**config.mk**
```make
export PLATFORM = sky130hd
export DESIGN_NAME = ebc_master_flat
export DESIGN_NICKNAME = d
export VERILOG_FILES = /design/src/ebc_pkg.sv /design/src/ebc_link_if.sv /design/src/ebc_fifo.sv /design/src/ebc_master.sv /design/src/flat_wrapper.sv
export SDC_FILE = /design/constraint.sdc
export NUM_CORES = 2
export LEC_CHECK = 0
export BUFFER_PORTS_ARGS = -buffer_cell sky130_fd_sc_hd__buf_2
export CELL_PAD_IN_SITES_DETAIL_PLACEMENT = 0
export CELL_PAD_IN_SITES_GLOBAL_PLACEMENT = 1
export CORE_MARGIN = 4
export CORE_UTILIZATION = 30
export DETAILED_ROUTE_END_ITERATION = 6
export PLACE_DENSITY = 0.56
export SLEW_MARGIN = 20
export SYNTH_ARGS = -nofsm -noshare
export SYNTH_HDL_FRONTEND = slang
export SYNTH_SLANG_ARGS = --single-unit
```
**constraint.sdc**
```tcl
create_clock -name clk -period 12.2 [get_ports clk]
set_input_delay 0.61 -clock clk [delete_from_list [all_inputs] [get_ports clk]]
set_output_delay 0.61 -clock clk [all_outputs]
set_load 0.02 [all_outputs]
```
**src/ebc_pkg.sv**
```systemverilog
// Shared constants, frame layout and check-value helper for the serial encoder link.
// Assumes both ends run from one 50 MHz system clock.
package ebc_pkg;

	// ==========================================================
	// Clocking and link timing
	localparam int CLK_KHZ = 50000;
	// Link clock made by the master end; must stay within 500..10000 kHz
	// Half period of six cycles leaves room for both two-flop samplers in one bit time
	localparam int MA_KHZ  = 4166;
	localparam logic [4:0] MA_HALF = 5'(CLK_KHZ / (2 * MA_KHZ));
	localparam int BUSY_NS = 27300;
	localparam int TOUT_NS = 2000;
	localparam int GAP_NS  = 9000;
	// Least times round up to whole cycles
	localparam logic [10:0] BUSY_CYC = 11'((BUSY_NS * CLK_KHZ + 999999) / 1000000);
	localparam logic [10:0] TOUT_CYC = 11'((TOUT_NS * CLK_KHZ + 999999) / 1000000);
	localparam logic [10:0] GAP_CYC  = 11'((GAP_NS * CLK_KHZ + 999999) / 1000000);

	// ==========================================================
	// Frame layout
	localparam int MT_W    = 32;
	localparam int ST_W    = 18;
	localparam int POS_W   = MT_W + ST_W;
	localparam int WORD_W  = POS_W + 2;
	localparam int CRC_W   = 6;
	localparam int FRAME_W = WORD_W + CRC_W + 1;
	localparam logic [6:0] FRAME_BITS = 7'(FRAME_W);
	localparam logic [5:0] CRC_POLY   = 6'h03;
	localparam int ERR_W   = 4;

	// ==========================================================
	// Register channel
	localparam int CMD_W   = 17;
	localparam int REPLY_W = 9;
	localparam logic [4:0] CMD_BITS   = 5'(CMD_W);
	localparam logic [3:0] REPLY_BITS = 4'(REPLY_W);
	localparam logic [6:0] ADDR_TEMP  = 7'h75;
	localparam logic [6:0] ADDR_ZERO  = 7'h4A;
	localparam logic [7:0] ZERO_CODE  = 8'h03;
	localparam int FIFO_DEPTH = 32;

	// Polynomial x^6 + x + 1, MSB first, zero start value
	function automatic logic [CRC_W-1:0] crc6_word(input logic [WORD_W-1:0] d);
		logic [CRC_W-1:0] c;
		c = 6'h00;
		for (int i = WORD_W - 1; i >= 0; i--) begin
			c = {c[4:0], 1'b0} ^ ((c[5] ^ d[i]) ? CRC_POLY : 6'h00);
		end
		return c;
	endfunction

endpackage

```
**src/ebc_link_if.sv**
```systemverilog
// Two-wire link between the master end and the encoder end.
// Both wires are one-way; the bench only connects the two modports.
`timescale 1ns/1ns
interface ebc_link_if;
	logic ma;
	logic slo;
	modport master (output ma, input slo);
	modport slave  (input ma, output slo);
endinterface

```
**src/ebc_fifo.sv**
```systemverilog
// Synchronous FIFO with valid/ready on both sides.
// Assumes one clock and a synchronous active-low reset.
`timescale 1ns/1ns
module ebc_fifo #(
	parameter int W     = 8,
	parameter int DEPTH = 32
) (
	// Clock and reset
	input  wire logic         clk,
	input  wire logic         rst_n,
	// Fill side
	input  wire logic         in_valid,
	output logic              in_ready,
	input  wire logic [W-1:0] in_data,
	// Drain side
	output logic              out_valid,
	input  wire logic         out_ready,
	output logic [W-1:0]      out_data
);
	localparam int AW = $clog2(DEPTH);

	logic [W-1:0] mem [DEPTH];
	logic [AW:0]  wp_ff, nxt_wp, rp_ff, nxt_rp;
	logic         push, pop;

	assign in_ready  = (wp_ff - rp_ff) != (AW+1)'(DEPTH);
	assign out_valid = wp_ff != rp_ff;
	assign out_data  = mem[rp_ff[AW-1:0]];
	assign push      = in_valid & in_ready;
	assign pop       = out_valid & out_ready;

	always_comb begin
		nxt_wp = push ? wp_ff + 1'b1 : wp_ff;
		nxt_rp = pop ? rp_ff + 1'b1 : rp_ff;
	end

	always_ff @(posedge clk) begin
		if (!rst_n) begin
			wp_ff <= '0;
			rp_ff <= '0;
		end else begin
			wp_ff <= nxt_wp;
			rp_ff <= nxt_rp;
		end
		if (push) begin
			mem[wp_ff[AW-1:0]] <= in_data;
		end
	end
endmodule // ebc_fifo

```
**src/ebc_master.sv**
```systemverilog
// Master end: makes the link clock, reads position frames, runs register commands.
// Assumes the encoder end on the far side of ebc_link_if.
`timescale 1ns/1ns
module ebc_master import ebc_pkg::*; (
	// Clock and reset
	input  wire logic              clk,
	input  wire logic              rst_n,
	// Link
	ebc_link_if.master             link,
	// Frame control
	input  wire logic              enable,
	// Position stream
	output logic                   pos_valid,
	input  wire logic              pos_ready,
	output logic [WORD_W-1:0]      pos_data,
	output logic                   crc_error,
	// Register commands
	input  wire logic              cmd_valid,
	output logic                   cmd_ready,
	input  wire logic              cmd_write,
	input  wire logic [6:0]        cmd_addr,
	input  wire logic [7:0]        cmd_data,
	output logic                   rd_valid,
	output logic [7:0]             rd_data
);
	typedef enum logic [2:0] {
		M_IDLE = 3'b001,
		M_RUN  = 3'b010,
		M_END  = 3'b100
	} ebc_mstate_e;

	ebc_mstate_e        st_ff, nxt_st;
	logic               ma_ff, nxt_ma, s1_ff, s2_ff;
	logic [4:0]         div_ff, nxt_div;
	logic [10:0]        gap_ff, nxt_gap;
	logic               got_ff, nxt_got;
	logic [6:0]         bit_ff, nxt_bit;
	logic [FRAME_W-1:0] rx_ff, nxt_rx;
	logic               crc_err_ff, nxt_crc_err;
	logic [CMD_W-1:0]   cdm_ff, nxt_cdm;
	logic [4:0]         ccnt_ff, nxt_ccnt;
	logic               pend_ff, nxt_pend;
	logic [3:0]         rcnt_ff, nxt_rcnt;
	logic [7:0]         rsr_ff, nxt_rsr, rd_ff, nxt_rd;
	logic               rdv_ff, nxt_rdv, crdy_ff, nxt_crdy;
	logic               fifo_rdy, push, end_go, crc_ok, cdm_bit;

	assign link.ma   = ma_ff;
	assign crc_error = crc_err_ff;
	assign cmd_ready = crdy_ff;
	assign rd_valid  = rdv_ff;
	assign rd_data   = rd_ff;
	assign cdm_bit   = (ccnt_ff != 5'h00) & cdm_ff[CMD_W-1];
	assign end_go    = (st_ff == M_END) & gap_ff[0] & s2_ff;
	// Inverted check value against the one computed here
	assign crc_ok    = rx_ff[CRC_W-1:0] == ~crc6_word(rx_ff[FRAME_W-2:CRC_W]);
	assign push      = end_go & crc_ok;

	// ==========================================================
	// Frame sequencer
	always_comb begin
		nxt_st = st_ff; nxt_ma = ma_ff; nxt_div = div_ff; nxt_gap = gap_ff;
		nxt_got = got_ff; nxt_bit = bit_ff; nxt_rx = rx_ff;
		nxt_crc_err = end_go & ~crc_ok;
		case (st_ff)
			M_IDLE: begin
				nxt_ma = 1'b1;
				if (gap_ff < GAP_CYC) nxt_gap = gap_ff + 11'h001;
				// No frame without room for its result
				else if (enable & fifo_rdy & s2_ff) begin
					nxt_st = M_RUN; nxt_ma = 1'b0; nxt_div = 5'h00;
					nxt_got = 1'b0; nxt_bit = 7'h00;
				end
			end
			M_RUN: begin
				nxt_div = div_ff + 5'h01;
				if (div_ff == MA_HALF - 5'h01) begin
					nxt_div = 5'h00;
					nxt_ma  = ~ma_ff;
					if (ma_ff) begin
						if (!got_ff) nxt_got = s2_ff;
						else begin
							// MSB first into the frame register
							nxt_rx  = {rx_ff[FRAME_W-2:0], s2_ff};
							nxt_bit = bit_ff + 7'h01;
						end
					end else if (bit_ff == FRAME_BITS) begin
						nxt_st = M_END; nxt_gap = 11'h000;
					end
				end
			end
			M_END: begin
				// Line level during the pause carries the command bit
				nxt_ma = ~cdm_bit;
				if (!s2_ff) nxt_gap = 11'h001;
				if (end_go) begin
					nxt_st = M_IDLE; nxt_ma = 1'b1; nxt_gap = 11'h000;
				end
			end
			default: begin
				nxt_st = M_IDLE; nxt_ma = 1'b1;
			end
		endcase
	end

	always_ff @(posedge clk) begin
		if (!rst_n) begin
			st_ff <= M_IDLE; ma_ff <= 1'b1; div_ff <= 5'h00; gap_ff <= 11'h000;
			got_ff <= 1'b0; bit_ff <= 7'h00; rx_ff <= '0; crc_err_ff <= 1'b0;
			s1_ff <= 1'b1; s2_ff <= 1'b1;
		end else begin
			st_ff <= nxt_st; ma_ff <= nxt_ma; div_ff <= nxt_div; gap_ff <= nxt_gap;
			got_ff <= nxt_got; bit_ff <= nxt_bit; rx_ff <= nxt_rx; crc_err_ff <= nxt_crc_err;
			s1_ff <= link.slo; s2_ff <= s1_ff;
		end
	end

	// ==========================================================
	// Register channel: one command bit out and one reply bit in per frame
	always_comb begin
		nxt_cdm = cdm_ff; nxt_ccnt = ccnt_ff; nxt_pend = pend_ff;
		nxt_rcnt = rcnt_ff; nxt_rsr = rsr_ff; nxt_rd = rd_ff; nxt_rdv = 1'b0;
		if (cmd_valid & crdy_ff) begin
			// Start, direction, address, data
			nxt_cdm  = {1'b1, cmd_write, cmd_addr, cmd_data};
			nxt_ccnt = CMD_BITS;
			nxt_pend = ~cmd_write;
		end else if (end_go) begin
			if (ccnt_ff != 5'h00) begin
				nxt_cdm  = {cdm_ff[CMD_W-2:0], 1'b0};
				nxt_ccnt = ccnt_ff - 5'h01;
			end else if (pend_ff) begin
				if (rcnt_ff == 4'h0) begin
					if (rx_ff[FRAME_W-1]) nxt_rcnt = 4'h1;
				end else begin
					nxt_rsr  = {rsr_ff[6:0], rx_ff[FRAME_W-1]};
					nxt_rcnt = rcnt_ff + 4'h1;
					if (rcnt_ff == REPLY_BITS - 4'h1) begin
						nxt_rd = {rsr_ff[6:0], rx_ff[FRAME_W-1]};
						nxt_rdv = 1'b1; nxt_pend = 1'b0; nxt_rcnt = 4'h0;
					end
				end
			end
		end
		nxt_crdy = (nxt_st == M_IDLE) & (nxt_ccnt == 5'h00) & ~nxt_pend & ~(cmd_valid & crdy_ff);
	end

	always_ff @(posedge clk) begin
		if (!rst_n) begin
			cdm_ff <= '0; ccnt_ff <= 5'h00; pend_ff <= 1'b0; rcnt_ff <= 4'h0;
			rsr_ff <= 8'h00; rd_ff <= 8'h00; rdv_ff <= 1'b0; crdy_ff <= 1'b0;
		end else begin
			cdm_ff <= nxt_cdm; ccnt_ff <= nxt_ccnt; pend_ff <= nxt_pend; rcnt_ff <= nxt_rcnt;
			rsr_ff <= nxt_rsr; rd_ff <= nxt_rd; rdv_ff <= nxt_rdv; crdy_ff <= nxt_crdy;
		end
	end

	ebc_fifo #(.W(WORD_W), .DEPTH(FIFO_DEPTH)) u_fifo (
		.clk       (clk),
		.rst_n     (rst_n),
		.in_valid  (push),
		.in_ready  (fifo_rdy),
		.in_data   (rx_ff[FRAME_W-2:CRC_W]),
		.out_valid (pos_valid),
		.out_ready (pos_ready),
		.out_data  (pos_data)
	);
endmodule // ebc_master

```
**src/flat_wrapper.sv**
```systemverilog
// flat-port wrapper written by rule: the top's interface ports become plain ports
module ebc_master_flat import ebc_pkg::*;
  (clk, rst_n, enable, pos_valid, pos_ready, pos_data, crc_error, cmd_valid, cmd_ready, cmd_write, cmd_addr, cmd_data, rd_valid, rd_data, link_ma, link_slo);
  ebc_link_if link_i ();
  input  wire logic clk;
  input  wire logic rst_n;
  input  wire logic enable;
  output logic pos_valid;
  input  wire logic pos_ready;
  output logic [WORD_W-1:0] pos_data;
  output logic crc_error;
  input  wire logic cmd_valid;
  output logic cmd_ready;
  input  wire logic cmd_write;
  input  wire logic [6:0] cmd_addr;
  input  wire logic [7:0] cmd_data;
  output logic rd_valid;
  output logic [7:0] rd_data;
  output wire logic [$bits(link_i.ma)-1:0] link_ma;
  input wire logic [$bits(link_i.slo)-1:0] link_slo;
  assign link_ma = link_i.ma;
  assign link_i.slo = link_slo;
  ebc_master u_core (.clk(clk), .rst_n(rst_n), .link(link_i), .enable(enable), .pos_valid(pos_valid), .pos_ready(pos_ready), .pos_data(pos_data), .crc_error(crc_error), .cmd_valid(cmd_valid), .cmd_ready(cmd_ready), .cmd_write(cmd_write), .cmd_addr(cmd_addr), .cmd_data(cmd_data), .rd_valid(rd_valid), .rd_data(rd_data));
endmodule
```
==> flow_summary.ini <==
[run_status]
outcome = finished, final reports clean

[power_and_ir_drop]
sequentialPowerShare_pct = 54.5
switchingPower_mw = 2.46
p_sw_share_pct = 20.0
pwr-share-comb_pct = 0.4
p_clk_share_pct = 45.1
p_int_mw = 9.84
p_leak_nw = 25.1
ir_drop_mv = 0.127
cellPowerDensity_nw_per_um2 = 151

[yosys]
synthCells = 3238
ys_warn_count = 0
syn-mean-instance-area_um2 = 21.8
synth_edf_count = 1664
ys_top_cells_by_area = edfxtp_1, mux4_2, dfxtp_1
synth_top_area_share_pct = 70.8
ys_ff_latch = 1815
synth.most_common_cell = edfxtp_1
synthFlopType = edfxtp_1
syn-num-nets = 3277
yosys.area.top_type = edfxtp_1
ys_seq_area_share_pct = 75.1
synth.distinct_cells = 63
synth_common_cells = edfxtp_1, mux4_2, nand2_1, dfxtp_1, clkbuf_1
syn_area_um2 = 70600
synth_async_sr_flop_share_pct = 0

[grt]
grt_pass1_vias = 34300
grt_antenna_before_repair = 12
grt_max_degree = 133
globalRoute.totalOverflow = 0
track_usage_pct = 15.3
grt_pass1_wl_um = 266000

[critical_path]
cp_max_fo = 28
critPathKind = flop to flop
start_kind = flop
cpMostUsedCell = xnor3_1
cp-end-kind = flop
crit_arrival_ns = 7.51
critPathBufInv = 2
worstPathRequired_ns = 12.65
worstPathCellList = buf_4 -> xor2_1 -> xnor3_1 -> xnor3_1 -> xnor2_1 -> xnor3_2 -> xnor3_1 -> or3_4 -> a211oi_2 -> and3_1 -> nand2_4 -> nor2_4 -> buf_4
critPathSlowestCell = nor2_4
slowest_delay_ns = 0.92
critical-path-top-delay-family = XOR/XNOR gates

[sta]
hold_violations = 0
finClkSkew_ns = 0.0637
worst_pin_slew_ns = 1.18
slew_headroom_pct = 21.7
rsz0062_at_grt = false
setup_violations = 0
fin_ws_ns = 5.14
holdWs_ns = 0.110
max_freq_mhz = 142
setup_tns_ns = 0
period_minus_slack_ns = 7.06
post-route-period-util_pct = 57.9
drv_slew = 0

[detailed_routing]
post_drt_wl_per_cell_um = 27.6
drtAntennaViolNets = 0
drtIter0Drc = 3238
drt_wl_total_um = 187000
dr_total_vias = 33500
route.detailed.drc = 0
drt_first_pass_iters = 5
vias_per_cell = 4.95

[final_layout]
stdcell_area_um2 = 81600
area_delta_synth_final_pct = 15.7
n_fill_cell = 21700
fin_nets = 3518
seq_area_um2 = 53000
multi_input_area_um2 = 17200
drive_above_1_share_pct = 30.2

[floorplanning]
die_x_um = 493
fp.coreArea_um2 = 233000
rows = 177
initial_core_util_pct = 30.2
die_h_um = 493
die_area_um2 = 243000
ios = 87

[placement]
gp_congestion = 0.728
dpl_cell_area_um2 = 75500
hpwl_um = 105000
portBuffers = 86
dp_slack_ns = 5.04

[clock_network]
cts.sinks = 1815
cts-htree-levels = 4
clk_path_buf_depth = 3
clk_pin_slew_ns = 0.06
cts_root_buf = clkbuf_16
cts_tree = yes
clk_latency_ns = 0.84
cts_inserted_buffers = 189
postCtsSetupBuffers = 0

[job]
cap_violations = 0

[min_path]
min-delay-path-class = input port to flop
==> routing by layer <==
metal / share of wire (%) / GRT usage, %
met5: 0.0037 / 0
met4: 1.8 / 3.25
met3: 5.7 / 2.87
met2: 46 / 23.4
met1: 46 / 22.7
==> state kept, by name, indices dropped and copies added, names as in the netlist, 4 cells and up, named ones only <==
register and count:
u_core.u_fifo.rp_ff 6, u_core.rd_data 8, u_core.rcnt_ff 4, u_core.bit_ff 7, u_core.ccnt_ff 5, u_core.u_fifo.mem 1664, u_core.rx_ff 59, u_core.div_ff 5
u_core.rsr_ff 7, u_core.cdm_ff 17, u_core.u_fifo.wp_ff 6, u_core.gap_ff 11
==> through the flow <==
stage,instances,utilization [%],total power [mW]
final,6772,35.0,12.3
after global routing,6770,35.0,12.7
after CTS,6768,35.0,12.4
after detailed placement,6404,32.4,6.87
after global placement,6402,32.3,6.87
after floorplan,3238,-,6.86
==> cells by family (layout without fill, tap and decap cells) <==
kind of cell	Yosys count	after routing	share of synthesized area [%]
adders and majority gates	17	17	0.301
buffers and inverters	180	579	0.979
and+or+nand+nor	369	369	2.42
muxes	598	598	17.8
DFF	1815	1815	75.1
AOI/OAI and AO/OA	145	145	1.51
xor gates and xnor gates	114	114	1.93
other	0	3	0
==> power groups by stage <==
| stage | clock, mW | combinational (mW) | sequential (mW) |
|---|---|---|---|
| detailed placement | 0 | 0.0445 | 6.83 |
| finish | 5.55 | 0.0472 | 6.70 |
| global placement | 0 | 0.0444 | 6.83 |
| global route | 5.97 | 0.0535 | 6.69 |
| floorplan | 0 | 0.0302 | 6.83 |
| CTS | 5.68 | 0.0483 | 6.70 |
==> worst register-to-register path, stage by stage, from the launching register on <==
cell and delay (ns):
dfxtp_1 0.74, buf_4 0.41, xor2_1 0.28, xnor3_1 0.50, xnor3_1 0.39, xnor2_1 0.29
xnor3_2 0.42, xnor3_1 0.40, or3_4 0.41, a211oi_2 0.33, and3_1 0.60, nand2_4 0.32
nor2_4 0.94, buf_4 0.64
==> cell type report <==
| cell class | instances | share of cell area [%] |
|---|---|---|
| Clock inverter | 100 | 1.07 |
| Antenna cell | 3 | 0.00920 |
| Timing Repair Buffer | 214 | 1.89 |
| Sequential cell | 1815 | 64.9 |
| Inverter | 16 | 0.0736 |
| Clock buffer | 249 | 6.21 |
| Tap cell | 3132 | 4.80 |
| Multi-Input combinational cell | 1243 | 21.0 |
==> worst paths after layout <==
kind                                                            end  slack (ns)  cells past startpoint                     startpoint
worst max-delay path            u_core.u_fifo.mem[18][39]$_DFFE_PP_        5.14                     13  u_core.rx_ff[53]$_SDFFE_PN0P_
worst min-delay path                 u_core.cdm_ff[15]$_SDFFE_PN0P_        0.11                      3                      cmd_write
worst max register to register  u_core.u_fifo.mem[18][39]$_DFFE_PP_        5.14                     13  u_core.rx_ff[53]$_SDFFE_PN0P_
worst min register to register              u_core.s2_ff$_SDFF_PN1_        0.41                      1        u_core.s1_ff$_SDFF_PN1_
==> what timing repair did <==
action	CTS	global route
hold buffers	15	0
resized for setup	0	0
endpoints found under the setup margin	0	0
hold endpoints to repair	15	0
==> placed cells by master (no fill, tap or decap), types with 5 or more instances in the layout <==
| cell | netlist | final |
|---|---|---|
| edfxtp_1 | 1664 | 1664 |
| clkinv_2 | 0 | 28 |
| dfxtp_4 | 0 | 5 |
| buf_2 | 0 | 85 |
| dfxtp_1 | 151 | 135 |
| inv_6 | 0 | 6 |
| xor2_1 | 24 | 24 |
| o211a_1 | 15 | 15 |
| inv_1 | 16 | 16 |
| and3_1 | 7 | 6 |
| clkbuf_16 | 0 | 191 |
| nand3_1 | 21 | 20 |
| nand2_1 | 185 | 185 |
| a21boi_0 | 76 | 75 |
| clkbuf_1 | 132 | 51 |
| and2_1 | 17 | 17 |
| nor3_1 | 12 | 9 |
| mux2_2 | 52 | 52 |
| bufinv_16 | 0 | 9 |
| mux4_2 | 520 | 520 |
| nor2_1 | 65 | 36 |
| a31oi_1 | 5 | 5 |
| ha_1 | 17 | 17 |
| nand4_1 | 6 | 6 |
| nor2b_1 | 17 | 17 |
| dfxtp_2 | 0 | 11 |
| nor2_4 | 0 | 28 |
| o21ai_0 | 11 | 11 |
| nand2b_1 | 7 | 7 |
| a21oi_1 | 15 | 15 |
| clkinv_16 | 0 | 5 |
| dlygate4sd3_1 | 0 | 15 |
| mux2i_1 | 26 | 26 |
| buf_12 | 0 | 7 |
| clkbuf_8 | 0 | 7 |
| xnor2_1 | 63 | 63 |
| clkinv_1 | 0 | 43 |
| buf_4 | 0 | 106 |
| xnor3_1 | 16 | 16 |
No activity file was read; power rests on OpenSTA's default activity.
